## src/hdl/adcsi_defines.svh

```systemverilog
// Register addresses, field positions, reset values and timing counts
`ifndef ADCSI_DEFINES_SVH
`define ADCSI_DEFINES_SVH

// Register addresses
`define ADCSI_ADDR_STA   32'hFFFF0500
`define ADCSI_ADDR_MSK   32'hFFFF0504
`define ADCSI_ADDR_MDE   32'hFFFF0508
`define ADCSI_ADDR_CFG   32'hFFFF0510
`define ADCSI_ADDR_GAIN  32'hFFFF0514
`define ADCSI_ADDR_CUR   32'hFFFF0520
`define ADCSI_ADDR_VLT   32'hFFFF0524
`define ADCSI_ADDR_TMP   32'hFFFF0528
`define ADCSI_ADDR_THR   32'hFFFF0530
`define ADCSI_ADDR_TCL   32'hFFFF0534
`define ADCSI_ADDR_THV   32'hFFFF0538

// Reset values
`define ADCSI_RST_WORD   16'h0000
`define ADCSI_RST_BYTE   8'h00

// Configuration fields
`define ADCSI_CFG_OVR_EN 2
`define ADCSI_CFG_CMP_EN 3
`define ADCSI_CFG_TCN_EN 4

// Clamp values
`define ADCSI_POS_FS     16'h7FFF
`define ADCSI_NEG_FS     16'h8000

// Overrange re-evaluation period
`define ADCSI_CLK_PERIOD_NS 8
`define ADCSI_OVR_PERIOD_NS 125000
`define ADCSI_OVR_CYC (`ADCSI_OVR_PERIOD_NS / `ADCSI_CLK_PERIOD_NS)

`endif

```

## src/hdl/adcsi_pkg.sv

```systemverilog
// Types shared by the converter status and interrupt logic
package adcsi_pkg;
    typedef logic [15:0] adcsi_word_t;
    typedef logic [7:0]  adcsi_byte_t;
    typedef enum logic [1:0] {
        ADCSI_RNG_OK    = 2'b00,
        ADCSI_RNG_UNDER = 2'b01,
        ADCSI_RNG_OVER  = 2'b11
    } adcsi_range_t;
endpackage : adcsi_pkg

```

## src/hdl/adcsi_chan_if.sv

```systemverilog
// Signals between the control logic and one result holder
`timescale 1ns/1ps
interface adcsi_chan_if;
    logic        conv_valid;
    logic [15:0] conv_data;
    logic        conv_ovr;
    logic        conv_und;
    logic        clr_rdy;
    logic        cal_set;
    logic        core_pd;
    logic [15:0] result;
    logic        rdy;
    logic        err;
    logic        wrote;
    modport hold (input conv_valid, conv_data, conv_ovr, conv_und, clr_rdy,
                  cal_set, core_pd, output result, rdy, err, wrote);
    modport ctrl (output conv_valid, conv_data, conv_ovr, conv_und, clr_rdy,
                  cal_set, core_pd, input result, rdy, err, wrote);
endinterface : adcsi_chan_if

```

## src/hdl/adcsi_result_hold.sv

```systemverilog
// One channel result register with ready and range error flags
`timescale 1ns/1ps
`include "adcsi_defines.svh"
module adcsi_result_hold (
    input  wire logic  core_clk_i, // System clock
    input  wire logic  nrst_i,     // Sync reset, active low
    adcsi_chan_if.hold ch          // Channel signals
);
    import adcsi_pkg::*;

    logic         allowed;
    adcsi_range_t rng;
    adcsi_word_t  next_result;

    // Replace only when ready is clear, being cleared, or core asleep
    assign allowed  = !ch.rdy || ch.clr_rdy || ch.core_pd;
    assign ch.wrote = ch.conv_valid && allowed;

    // Range class of the incoming conversion
    always_comb begin
        rng = ADCSI_RNG_OK;
        if (ch.conv_ovr) begin
            rng = ADCSI_RNG_OVER;
        end else if (ch.conv_und) begin
            rng = ADCSI_RNG_UNDER;
        end
    end

    // Clamp out-of-range results to full scale
    always_comb begin
        case (rng)
            ADCSI_RNG_OVER:  next_result = `ADCSI_POS_FS;
            ADCSI_RNG_UNDER: next_result = `ADCSI_NEG_FS;
            default:         next_result = ch.conv_data;
        endcase
    end

    // Result register
    always_ff @(posedge core_clk_i) begin
        if (!nrst_i) begin
            ch.result <= `ADCSI_RST_WORD;
        end else if (ch.wrote) begin
            ch.result <= next_result;
        end
    end

    // Ready flag, set wins over clear
    always_ff @(posedge core_clk_i) begin
        if (!nrst_i) begin
            ch.rdy <= 1'b0;
        end else if (ch.wrote || ch.cal_set) begin
            ch.rdy <= 1'b1;
        end else if (ch.clr_rdy) begin
            ch.rdy <= 1'b0;
        end
    end

    // Range error flag
    always_ff @(posedge core_clk_i) begin
        if (!nrst_i) begin
            ch.err <= 1'b0;
        end else if (ch.conv_valid && rng != ADCSI_RNG_OK) begin
            ch.err <= 1'b1;
        end else if (ch.wrote) begin
            ch.err <= 1'b0;
        end
    end
endmodule : adcsi_result_hold

```

## src/hdl/adcsi_top.sv

```systemverilog
// Converter status, interrupt and result-update control
//
// Notes on behaviour
// Status upper byte never drives interrupt
// Status low byte ORed into one interrupt
// Each low-byte source masked individually
// Current result read clears all ready
// Current channel off: other reads clear ready
// Software reads voltage before current result
// No result overwrite while ready set
// Core powered down: results always update
// Status read-only, zero after reset
// Bit 15 set on calibration, mode write clears
// Bit 14 temperature range error flag
// Bit 13 voltage range error flag
// Bit 12 current range error flag
// Range errors clamp result to full scale
// Status bits 11 to 5 reserved
// Bit 4 set when magnitude exceeds threshold
// Threshold counter gates bit 4 by count
// Bit 3 set on gross current overrange
// Bit 3 re-evaluated every 125 us
// Bit 3 sticky until disable or gain write
// Mask resets zero, one enables source
// Ready bit 0 set on result, calibration
// Interrupt is a level while sources pending
`timescale 1ns/1ps
`include "adcsi_defines.svh"
module adcsi_top #(
    parameter int unsigned OVR_PERIOD_CYC = `ADCSI_OVR_CYC // Overrange period
) (
    input  wire logic                core_clk_i,  // System clock
    input  wire logic                nrst_i,      // Sync reset, active low
    input  wire logic [31:0]         mmr_addr_i,  // Register address
    input  wire logic                mmr_rd_i,    // Read strobe
    input  wire logic                mmr_wr_i,    // Write strobe
    input  wire adcsi_pkg::adcsi_word_t mmr_wdata_i, // Write data
    output adcsi_pkg::adcsi_word_t   mmr_rdata_o, // Read data
    input  wire logic                cur_valid_i, // Current result strobe
    input  wire adcsi_pkg::adcsi_word_t cur_data_i, // Current result
    input  wire logic                cur_ovr_i,   // Current overrange
    input  wire logic                cur_und_i,   // Current underrange
    input  wire logic                vlt_valid_i, // Voltage result strobe
    input  wire adcsi_pkg::adcsi_word_t vlt_data_i, // Voltage result
    input  wire logic                vlt_ovr_i,   // Voltage overrange
    input  wire logic                vlt_und_i,   // Voltage underrange
    input  wire logic                tmp_valid_i, // Temperature strobe
    input  wire adcsi_pkg::adcsi_word_t tmp_data_i, // Temperature result
    input  wire logic                tmp_ovr_i,   // Temperature overrange
    input  wire logic                tmp_und_i,   // Temperature underrange
    input  wire logic                cal_done_i,  // Calibration finished
    input  wire logic                core_pd_i,   // Core powered down
    input  wire logic                cur_adc_en_i, // Current channel on
    input  wire logic                gross_ovr_i, // Analog gross overrange
    output logic                     irq_o        // Converter interrupt
);
    import adcsi_pkg::*;

    localparam int CW = $clog2(OVR_PERIOD_CYC);

    adcsi_chan_if cur_ch ();
    adcsi_chan_if vlt_ch ();
    adcsi_chan_if tmp_ch ();

    adcsi_byte_t    mask;
    adcsi_byte_t    mode;
    adcsi_byte_t    cfg;
    adcsi_byte_t    gain;
    adcsi_word_t    thresh;
    adcsi_word_t    tcl;
    adcsi_word_t    thv;
    adcsi_word_t    status_word;
    adcsi_word_t    next_rdata;
    adcsi_word_t    cur_mag;
    logic           cal_flag;
    logic           cmp_flag;
    logic           ovr_flag;
    logic           cmp_go;
    logic           over_thr;
    logic           cmp_hit;
    logic           gross_s1;
    logic           gross_s2;
    logic [CW-1:0]  ovr_cnt;
    logic           ovr_tick;
    logic           clr_all;
    logic           rd_cur;
    logic           rd_vlt;
    logic           rd_tmp;
    logic           wr_msk;
    logic           wr_mde;
    logic           wr_cfg;
    logic           wr_gain;
    logic           wr_thr;
    logic           wr_tcl;
    logic           cmp_en;
    logic           tcn_en;
    logic           ovr_en;

    // Access strobes; status and result registers take no writes
    assign rd_cur  = mmr_rd_i && (mmr_addr_i == `ADCSI_ADDR_CUR);
    assign rd_vlt  = mmr_rd_i && (mmr_addr_i == `ADCSI_ADDR_VLT);
    assign rd_tmp  = mmr_rd_i && (mmr_addr_i == `ADCSI_ADDR_TMP);
    assign wr_msk  = mmr_wr_i && (mmr_addr_i == `ADCSI_ADDR_MSK);
    assign wr_mde  = mmr_wr_i && (mmr_addr_i == `ADCSI_ADDR_MDE);
    assign wr_cfg  = mmr_wr_i && (mmr_addr_i == `ADCSI_ADDR_CFG);
    assign wr_gain = mmr_wr_i && (mmr_addr_i == `ADCSI_ADDR_GAIN);
    assign wr_thr  = mmr_wr_i && (mmr_addr_i == `ADCSI_ADDR_THR);
    assign wr_tcl  = mmr_wr_i && (mmr_addr_i == `ADCSI_ADDR_TCL);

    assign cmp_en = cfg[`ADCSI_CFG_CMP_EN];
    assign tcn_en = cfg[`ADCSI_CFG_TCN_EN];
    assign ovr_en = cfg[`ADCSI_CFG_OVR_EN];

    // Ready clear on result reads
    assign clr_all = rd_cur
                   || (!cur_adc_en_i && (rd_vlt || rd_tmp));

    // Channel hookup
    assign cur_ch.conv_valid = cur_valid_i;
    assign cur_ch.conv_data  = cur_data_i;
    assign cur_ch.conv_ovr   = cur_ovr_i;
    assign cur_ch.conv_und   = cur_und_i;
    assign vlt_ch.conv_valid = vlt_valid_i;
    assign vlt_ch.conv_data  = vlt_data_i;
    assign vlt_ch.conv_ovr   = vlt_ovr_i;
    assign vlt_ch.conv_und   = vlt_und_i;
    assign tmp_ch.conv_valid = tmp_valid_i;
    assign tmp_ch.conv_data  = tmp_data_i;
    assign tmp_ch.conv_ovr   = tmp_ovr_i;
    assign tmp_ch.conv_und   = tmp_und_i;
    assign cur_ch.clr_rdy    = clr_all;
    assign vlt_ch.clr_rdy    = clr_all || rd_vlt;
    assign tmp_ch.clr_rdy    = clr_all || rd_tmp;
    assign cur_ch.cal_set    = cal_done_i;
    assign vlt_ch.cal_set    = cal_done_i;
    assign tmp_ch.cal_set    = cal_done_i;
    assign cur_ch.core_pd    = core_pd_i;
    assign vlt_ch.core_pd    = core_pd_i;
    assign tmp_ch.core_pd    = core_pd_i;

    // Result holders
    adcsi_result_hold u_cur (
        .core_clk_i (core_clk_i),
        .nrst_i     (nrst_i),
        .ch         (cur_ch.hold)
    );
    adcsi_result_hold u_vlt (
        .core_clk_i (core_clk_i),
        .nrst_i     (nrst_i),
        .ch         (vlt_ch.hold)
    );
    adcsi_result_hold u_tmp (
        .core_clk_i (core_clk_i),
        .nrst_i     (nrst_i),
        .ch         (tmp_ch.hold)
    );

    // Writable control registers
    always_ff @(posedge core_clk_i) begin
        if (!nrst_i) begin
            mask   <= `ADCSI_RST_BYTE;
            mode   <= `ADCSI_RST_BYTE;
            cfg    <= `ADCSI_RST_BYTE;
            gain   <= `ADCSI_RST_BYTE;
            thresh <= `ADCSI_RST_WORD;
            tcl    <= `ADCSI_RST_WORD;
        end else begin
            if (wr_msk) begin
                mask <= mmr_wdata_i[7:0];
            end
            if (wr_mde) begin
                mode <= mmr_wdata_i[7:0];
            end
            if (wr_cfg) begin
                cfg <= mmr_wdata_i[7:0];
            end
            if (wr_gain) begin
                gain <= mmr_wdata_i[7:0];
            end
            if (wr_thr) begin
                thresh <= mmr_wdata_i;
            end
            if (wr_tcl) begin
                tcl <= mmr_wdata_i;
            end
        end
    end

    // Calibration done flag, set wins over mode write
    always_ff @(posedge core_clk_i) begin
        if (!nrst_i) begin
            cal_flag <= 1'b0;
        end else if (cal_done_i) begin
            cal_flag <= 1'b1;
        end else if (wr_mde) begin
            cal_flag <= 1'b0;
        end
    end

    // Comparator runs one cycle after a current result lands
    always_ff @(posedge core_clk_i) begin
        if (!nrst_i) begin
            cmp_go <= 1'b0;
        end else begin
            cmp_go <= cur_ch.wrote;
        end
    end

    assign cur_mag  = cur_ch.result[15] ? 16'(~cur_ch.result + 16'h0001)
                                        : cur_ch.result;
    assign over_thr = cmp_go && cmp_en && (cur_mag > thresh);
    assign cmp_hit  = over_thr
                    && (!tcn_en || (16'(thv + 16'h0001) == tcl));

    // Over-threshold conversion counter
    always_ff @(posedge core_clk_i) begin
        if (!nrst_i) begin
            thv <= `ADCSI_RST_WORD;
        end else if (!cmp_en || !tcn_en) begin
            thv <= `ADCSI_RST_WORD;
        end else if (cmp_go) begin
            thv <= over_thr ? 16'(thv + 16'h0001) : `ADCSI_RST_WORD;
        end
    end

    // Threshold flag, dropped when comparator is disabled
    always_ff @(posedge core_clk_i) begin
        if (!nrst_i) begin
            cmp_flag <= 1'b0;
        end else if (cmp_hit) begin
            cmp_flag <= 1'b1;
        end else if (!cmp_en) begin
            cmp_flag <= 1'b0;
        end
    end

    // Gross overrange input synchroniser
    always_ff @(posedge core_clk_i) begin
        if (!nrst_i) begin
            gross_s1 <= 1'b0;
            gross_s2 <= 1'b0;
        end else begin
            gross_s1 <= gross_ovr_i;
            gross_s2 <= gross_s1;
        end
    end

    // Overrange evaluation period
    assign ovr_tick = (ovr_cnt == CW'(OVR_PERIOD_CYC - 1));

    always_ff @(posedge core_clk_i) begin
        if (!nrst_i) begin
            ovr_cnt <= '0;
        end else if (ovr_tick) begin
            ovr_cnt <= '0;
        end else begin
            ovr_cnt <= CW'(ovr_cnt + 1'b1);
        end
    end

    // Overrange flag, sticky until disable or gain write
    always_ff @(posedge core_clk_i) begin
        if (!nrst_i) begin
            ovr_flag <= 1'b0;
        end else if (ovr_tick && ovr_en && gross_s2) begin
            ovr_flag <= 1'b1;
        end else if (!ovr_en || wr_gain) begin
            ovr_flag <= 1'b0;
        end
    end

    // Status word; reserved bits read zero
    assign status_word = {cal_flag, tmp_ch.err, vlt_ch.err, cur_ch.err,
                          7'h00,
                          cmp_flag, ovr_flag,
                          tmp_ch.rdy, vlt_ch.rdy, cur_ch.rdy};

    // Only the low byte, masked, forms the interrupt level
    assign irq_o = |(status_word[7:0] & mask);

    // Read data select
    always_comb begin
        next_rdata = `ADCSI_RST_WORD;
        if (mmr_addr_i == `ADCSI_ADDR_STA) begin
            next_rdata = status_word;
        end else if (mmr_addr_i == `ADCSI_ADDR_MSK) begin
            next_rdata = {8'h00, mask};
        end else if (mmr_addr_i == `ADCSI_ADDR_MDE) begin
            next_rdata = {8'h00, mode};
        end else if (mmr_addr_i == `ADCSI_ADDR_CFG) begin
            next_rdata = {8'h00, cfg};
        end else if (mmr_addr_i == `ADCSI_ADDR_GAIN) begin
            next_rdata = {8'h00, gain};
        end else if (mmr_addr_i == `ADCSI_ADDR_CUR) begin
            next_rdata = cur_ch.result;
        end else if (mmr_addr_i == `ADCSI_ADDR_VLT) begin
            next_rdata = vlt_ch.result;
        end else if (mmr_addr_i == `ADCSI_ADDR_TMP) begin
            next_rdata = tmp_ch.result;
        end else if (mmr_addr_i == `ADCSI_ADDR_THR) begin
            next_rdata = thresh;
        end else if (mmr_addr_i == `ADCSI_ADDR_TCL) begin
            next_rdata = tcl;
        end else if (mmr_addr_i == `ADCSI_ADDR_THV) begin
            next_rdata = thv;
        end
    end

    // Read data register
    always_ff @(posedge core_clk_i) begin
        if (!nrst_i) begin
            mmr_rdata_o <= `ADCSI_RST_WORD;
        end else if (mmr_rd_i) begin
            mmr_rdata_o <= next_rdata;
        end
    end
endmodule : adcsi_top

```

## config.mk

```make
export PLATFORM = sky130hd
export DESIGN_NAME = adcsi_top
export DESIGN_NICKNAME = d
export VERILOG_FILES = /design/src/hdl/adcsi_pkg.sv /design/src/hdl/adcsi_chan_if.sv /design/src/hdl/adcsi_result_hold.sv /design/src/hdl/adcsi_top.sv
export VERILOG_INCLUDE_DIRS = /design/src /design/src/hdl
export SDC_FILE = /design/constraint.sdc
export NUM_CORES = 1
export LEC_CHECK = 0
export ABC_AREA = 0
export BUFFER_PORTS_ARGS = -buffer_cell sky130_fd_sc_hd__buf_2
export CAP_MARGIN = 20
export CORE_ASPECT_RATIO = 0.5
export CORE_MARGIN = 2
export CORE_UTILIZATION = 50
export DETAILED_ROUTE_END_ITERATION = 8
export GPL_TIMING_DRIVEN = 0
export PLACE_DENSITY = 0.8
export SETUP_SLACK_MARGIN = 0.3
export SKIP_LAST_GASP = 1
export SYNTH_ARGS = -nofsm -noshare
export SYNTH_HDL_FRONTEND = slang
export SYNTH_HIERARCHICAL = 1
export SYNTH_SLANG_ARGS = --single-unit
```

## constraint.sdc

```tcl
create_clock -name core_clk_i -period 3.2 [get_ports core_clk_i]
set_clock_uncertainty 0.1 [all_clocks]
set_input_delay 0.48 -clock core_clk_i [delete_from_list [all_inputs] [get_ports core_clk_i]]
set_output_delay 0.48 -clock core_clk_i [all_outputs]
set_load 0.05 [all_outputs]
```

==> results of run 1 <==
final cells by class:
cell class | instances | area, um^2
fill | 1636 | 6809
timing repair buffer | 149 | 865.8
sequential | 170 | 3415
clock inverter | 13 | 135.1
inverter | 79 | 296.5
clock buffer | 19 | 432.9
buffer | 83 | 483.0
multi-input combinational | 830 | 5807
tap | 259 | 324.1
report_power, final:
| part | switching, W | internal (W) | total (W) | leakage [nW] |
|---|---|---|---|---|
| Combinational | 0.000431 | 0.000340 | 0.000771 | 3.35 |
| Clock | 0.000980 | 0.00103 | 0.00201 | 0.268 |
| Sequential | 0.0000760 | 0.00218 | 0.00226 | 1.39 |
per-stage QoR:
stage,cells,area [um^2],utilization [%]
final,1602,11760,63.33
after global routing,1602,11760,63.33
after CTS,1586,11440,61.59
after detailed placement,1544,10620,57.20
after global placement,1543,10620,57.17
after floorplan,1162,9681,-
kinds of logic (layout without fill, tap and decap cells):
logic type | Yosys count | count (layout)
and+or+nand+nor | 403 | 403
AOI/OAI and AO/OA | 319 | 319
DFF | 170 | 170
buffers and inverters | 162 | 343
xor gates and xnor gates | 54 | 54
muxes | 34 | 34
adders and majority gates | 20 | 20
flip-flops by register name (all words and copies together) (netlist names), 8 cells and up:
register         cells
ovr_cnt             14
thv                 16
cfg                  8
mask                 8
u_tmp/ch.result     16
u_vlt/ch.result     16
thresh              16
mmr_rdata_o         16
tcl                 16
u_cur/ch.result     16
gain                 8
mode                 8
worst max path at each step:
| stage | slack (ps) | endpoint | cells after the start | start |
|---|---|---|---|---|
| 6_report | -370 | thv[10] | 14 | u_cur/ch.result[5] |
| 5_1_grt | -510 | thv[7] | 14 | u_cur/ch.result[5] |
| 4_1_cts | -410 | thv[12] | 14 | u_cur/ch.result[5] |
| 3_5_place_dp | -800 | thv[8] | 12 | u_cur/ch.result[3] |
| 3_3_place_gp | -770 | thv[8] | 12 | u_cur/ch.result[3] |
| 2_1_floorplan | -30 | thv[1] | 14 | u_cur/ch.result[4] |
synthesized netlist by cell type (8+ instances only):
master / count / area share, %
a21boi_0: 40 / 3.1
a21boi_1: 15 / 1.2
a21oi_1: 20 / 1.0
a22o_1: 10 / 0.92
a22oi_1: 10 / 0.78
a31oi_1: 10 / 0.65
and3_1: 9 / 0.59
buf_2: 11 / 0.58
clkbuf_1: 59 / 2.3
dfxtp_1: 170 / 36
ha_1: 20 / 2.6
inv_1: 79 / 3.1
mux2i_1: 34 / 3.6
nand2_1: 164 / 6.4
nand3_1: 54 / 2.8
nand4_1: 26 / 1.7
nor2_1: 58 / 2.3
nor2b_1: 20 / 1.3
nor3_1: 14 / 0.73
o2111ai_1: 45 / 4.1
o211a_1: 45 / 4.7
o211ai_1: 14 / 1.1
o21ai_0: 43 / 2.2
o21ai_1: 8 / 0.42
xnor2_1: 32 / 2.9
xor2_1: 22 / 2.0
critical path: stages (launching register included):
cell	delay [ps]
dfxtp_4	350
or4_4	530
or2_4	270
nor3_4	170
nand2_2	140
nor4bb_4	390
ha_1	320
nand4_1	170
nor3_4	60
buf_6	130
a21oi_4	190
nor2b_4	250
clkbuf_4	230
nand4_1	110
nand3_1	90
timing repair:
action	CTS	global route
gates resized for setup	38	47
buffers inserted	9	13
pin swaps	18	11
gates cloned	1	3
endpoints found under the setup margin	86	92
hold buffers	0	0
metal layers:
metal / up-vias / GRT usage, % / part of all wire [%] / routed length (um)
met5: - / 0 / 0 / 0
met4: 0 / 6.610 / 1.3 / 450
met3: 49 / 8.152 / 12 / 3890
met2: 557 / 50.11 / 43 / 14400
met1: 4734 / 47.09 / 44 / 14720
li1: 4545 / - / - / -
==> impl_results.md, run 1 <==
- Prevailing post-synth register cell: dfxtp_1
- Syn Nets: 1295
- Vias in the first global route: approximately 9000
- Area of the core: between 15000 and 20000 um^2
- Initial antenna violation count: 0
- Share of layout cells above drive strength 1: between 10% and 20%
- CP startpoint kind: flop
- Largest net degree at the start of global routing: 18
- Pwr Total: 0.005040 W
- DR vias/cell: roughly 6.2
- VDD IR max: about 0.34 mV
- WHS Endpoint: gross_s1
- Worst Path Required: between 3000 and 4000 ps
- Hold_sp: gross_ovr_i
- Final hold slack: approximately 140 ps
- Worst slew pin tran: 710.8 ps
- Initial Util: between 50% and 60%
- Num CTS Buffers: 17
- First-pass GRT wire length: roughly 50000 um
- Setup TNS: -5428 ps
- Adder-cell share of the synthesized area: 2.615%
- Max FO, Critical Path: 10
- Critical Path End Type: flop
- Hold Path Depth: 2
- Die Y: just over 100 um
- Compound-cell area share of the yosys netlist: between 20% and 30%
- Syn Area/Cell: just over 8 um^2
- Die ar.: between 20000 and 25000 um^2
- Worst r2r src: u_cur/ch.result[5]
- Die width: between 150 and 200 um
- Multiplexer area fraction after synthesis: 3.557%
- R2r setup slk: -370 ps
- Clock sink total: 170
- Commonest non-fill, non-tap cells in the layout: dfxtp_1 (167), nand2_1 (160), buf_2 (131)
- Io pins: 130
- Register bit total from synthesis: 170
- Register area share after synthesis: 35.57%
- Post-synthesis cell count: around 1200
- Initial DRC Count: approximately 1100
- CTS tree: built
- R2r worst-path depth: 14
- Root buf cell: clkbuf_16
- DR DRC count: 0
- 1st-pass router iterations: 6
- RSZ-0062 raised after global routing: true
- Leak Pwr: between 5 and 6 nW
- Clock-pin slew of the registers on the worst-case setup and hold paths: roughly 80 ps
- Total grt overflow: 0
- EDFF count, synth: 0
- Area growth syn-to-layout: 22.90%
- Antenna Cells: 0
- Final setup vio count: 17
- Async set-reset flop share out of synthesis: 0%
- XOR/XNOR Fraction of Synth Area: 4.943%
- Fin nets: approximately 1500
- Pwr dens: ~430 nW/um^2
- Status: complete, but fails checks
- Crit path arrival time: 3860 ps
- H-tree Lvls: 4
- Total number of vias: ~9900
- DP Worst Slack: -798.9 ps
- HP Class: input port to flop
- Post-DP HPWL: between 20000 and 30000 um
- Routed WL per cell: roughly 21 um
- Tcrit/Tclk final: 111.6%
- Rows: 35
- Final worst-path setup slack: -371.9 ps
- Global-route usage over all layers: 32.77%
- Critical R2R Capture: thv[10]
- Slew margin rel.: between 50% and 60%
- RePlAce Congestion: slightly below 1
- Crit Path Category: flop to flop
- Post-synthesis cell area: approximately 9600 um^2
- Largest family of logic cells by synthesized area: compound AO/OA/AOI/OAI gates
- Worst-Skew Late Latency: ~450 ps
- Synthesis Warnings: 6
- Failing checks: negative setup slack
- Final WL: ~33000 um
- Number of max-cap violations: 0
- Final hold violation count: 0
- Fmax: 0.2800 GHz
- Post-Synth Simple-Gate Area: about a fifth
- Commonest non-fill, non-tap cell in the layout: dfxtp_1
- DRT antenna net count: 0
- Number of port buffers: ~120
- Tmin final: 3572 ps
- Slew Viols, Final: 0
- Clock tree buffer depth: 2
- Yosys cell types: 66
Power figures use the tool's default switching activity.
==> run 2, diff against run 1 <==
Settings changed: CTS_CLUSTER_SIZE set to 24, RECOVER_POWER set to 100.
==> run 2 against run 1 <==
  * The run still ends with negative setup slack left
  * Sequential share of layout area up 0.21 points
  * Hold slack worse by 2.0 ps
  * Total power down 0.17%
  * Non-clock buffer count unchanged
  * Core utilization down 0.44 points
  * Sequential power about the same
  * Flip-flop and latch count unchanged
  * Clock power about the same
  * Cell area down 0.70%
  * First-iteration DRC count up 6.9%
  * Count of clock-buffer cells in the layout unchanged
  * Highest routed layer unchanged
==> impl_results.md, run 2 (same netlist as run 1, synthesis figures left out) <==
- Crit path arrival time: 3830 ps (-30 ps)
- Fin nets: 1463 (unchanged)
- Number of port buffers: 122 (unchanged)
- Final WL: 33370 um (-0.25%)
- Final hold violation count: 0 (unchanged)
- Max FO, Critical Path: 10 (unchanged)
- Routed WL per cell: 20.83 um (-0.25%)
- Total number of vias: 9821 (-0.65%)
- # hold bufs at CTS: 0 (unchanged)
- Area of the core: 18570 um^2 (unchanged)
- Area growth syn-to-layout: 22.03%
- Post-Route Utilization: 62.88% (-0.44 points)
- Post-DP HPWL: 25090 um (unchanged)
- Design area: 11680 um^2 (-0.70%)
- Leak Pwr: 4.911 nW (-1.9%)
- Clock tree buffer depth: 2 (unchanged)
- Worst-Skew Late Latency: 440 ps (about the same)
- DR DRC count: 0 (unchanged)
- Clock-pin slew of the registers on the worst-case setup and hold paths: 80 ps (about the same)
- First-pass GRT wire length: 50510 um (unchanged)
- Tmin final: 3555 ps (-16.48 ps)
- Slew margin rel.: 50.63% (-1.5 points)
- H-tree Lvls: 4 (unchanged)
- Psw: 0.001485 W (-0.13%)
- Filler Cell Count: 1656 (+1.2%)
- Largest net degree at the start of global routing: 18 (unchanged)
- R2r setup slk: -360 ps (+20 ps)
- Root buf cell: clkbuf_16
- RSZ-0062 raised after global routing: true
- Internal Pwr Total: 0.003546 W (-0.19%)
- Io pins: 130 (unchanged)
- Clock Power Share: 40.0% (about the same)
- Die Y: 101.8 um (unchanged)
- Pwr Total: 0.005031 W (-0.17%)
- Critical Path End Type: flop
- Commonest non-fill, non-tap cell in the layout: dfxtp_1
- Crit Path Category: flop to flop
- Share of layout cells above drive strength 1: 17.87% (-2.0 points)
- Rows: 35 (unchanged)
- Worst slew pin tran: 732.8 ps (+21.92 ps)
- Clock sink total: 170 (unchanged)
- Commonest non-fill, non-tap cells in the layout: dfxtp_1 (167), nand2_1 (160), buf_2 (113)
- Slew Viols, Final: 0 (unchanged)
- Die ar.: 20330 um^2 (unchanged)
- RePlAce Congestion: 0.9881 (unchanged)
- Initial antenna violation count: 0 (unchanged)
- 1st-pass router iterations: 5 (-1)
- Final worst-path setup slack: -355.5 ps (+16.48 ps)
- Worst Path Required: 3470 ps (-20 ps)
- VDD IR max: 0.3386 mV (-0.28%)
- HP Class: input port to flop
- Number of max-cap violations: 0 (unchanged)
- DR vias/cell: 6.130 (-0.65%)
- Status: complete, but fails checks
- Initial DRC Count: 1174 (+6.9%)
- CTS tree: built
- CP startpoint kind: flop
- Total grt overflow: 0 (unchanged)
- Fmax: 0.2813 GHz (+0.46%)
- Sw Ratio: 29.51% (about the same)
- Num CTS Buffers: 17 (unchanged)
- Vias in the first global route: 9016 (unchanged)
- Pwr dens: 430.9 nW/um^2 (+0.53%)
- Final setup vio count: 46 (+29)
- Failing checks: negative setup slack
- Antenna Cells: 0 (unchanged)
- Comb pwr share: 15.1% (-0.2 points)
- Placed cell areas: 10620 um^2 (unchanged)
- Global-route usage over all layers: 32.77% (unchanged)
- DRT antenna net count: 0 (unchanged)
- Tcrit/Tclk final: 111.1% (-0.52 points)
- Initial Util: 51.53% (unchanged)
- Die width: 199.6 um (unchanged)
- Reg power frac: 44.8% (about the same)
## run 2: worst max-delay path, stage by stage (launching register included)
cell and delay [ps]:
dfxtp_4 350, or4_4 530, or2_4 270, nor3_4 170, nand2_2 140, nor4bb_4 400, ha_1 310, nand4_1 160
nor3_4 60, buf_6 130, a21oi_4 190, nor2b_4 250, buf_8 170, a31oi_4 90, mux2i_1 150
## run 2: routing by layer
metal	track usage, %	vias up	wire length (um)
met2	50.11	543	14350
met5	0	-	0
li1	-	4540	-
met4	6.610	0	431
met3	8.152	38	3856
met1	47.09	4700	14730
## run 2: per-stage QoR
stage	hold WS, ps	cells	TNS, ps	setup slack, ps
2_1_floorplan	311.9	1162	-117.1	-33.46
3_3_place_gp	314.0	1543	-32680	-771.2
3_5_place_dp	317.9	1544	-32830	-798.9
4_1_cts	136.0	1586	-6471	-408.1
5_1_grt	133.5	1602	-13110	-509.6
6_report	133.3	1602	-7130	-355.5
## run 2: repair_timing
item / in CTS / in global routing
pin swaps: 18 / 11
endpoints found under the setup margin: 86 / 92
buffers inserted: 9 / 13
resized for setup: 38 / 47
cloned: 1 / 3
hold endpoints to repair: 0 / 0
## run 2: power by group through the flow
stage / sequential, W / clock, W / combinational [W]
5_1_grt: 0.00226 / 0.00210 / 0.000812
6_report: 0.00226 / 0.00201 / 0.000762
3_5_place_dp: 0.00230 / 0 / 0.000618
2_1_floorplan: 0.00228 / 0 / 0.000393
4_1_cts: 0.00225 / 0.00201 / 0.000690
3_3_place_gp: 0.00230 / 0 / 0.000601
## run 2: final timing paths
kind,start,end,depth (start not counted)
worst max-delay path,u_cur/ch.result[5],thv[7],14
worst min-delay path,gross_ovr_i,gross_s1,2
worst max register to register,u_cur/ch.result[5],thv[7],14
worst min register to register,gross_s1,gross_s2,1
## run 2: area by class of cell
cell class,instances,area (um^2),area share (%)
Clock inverter,13,135.1,1.157
Timing Repair Buffer,149,840.8,7.201
Sequential cell,170,3415,29.24
Tap cell,259,324.1,2.775
Clock buffer,19,432.9,3.708
Inverter,79,296.5,2.540
Buffer,83,459.2,3.933
Multi-Input combinational cell,830,5773,49.44
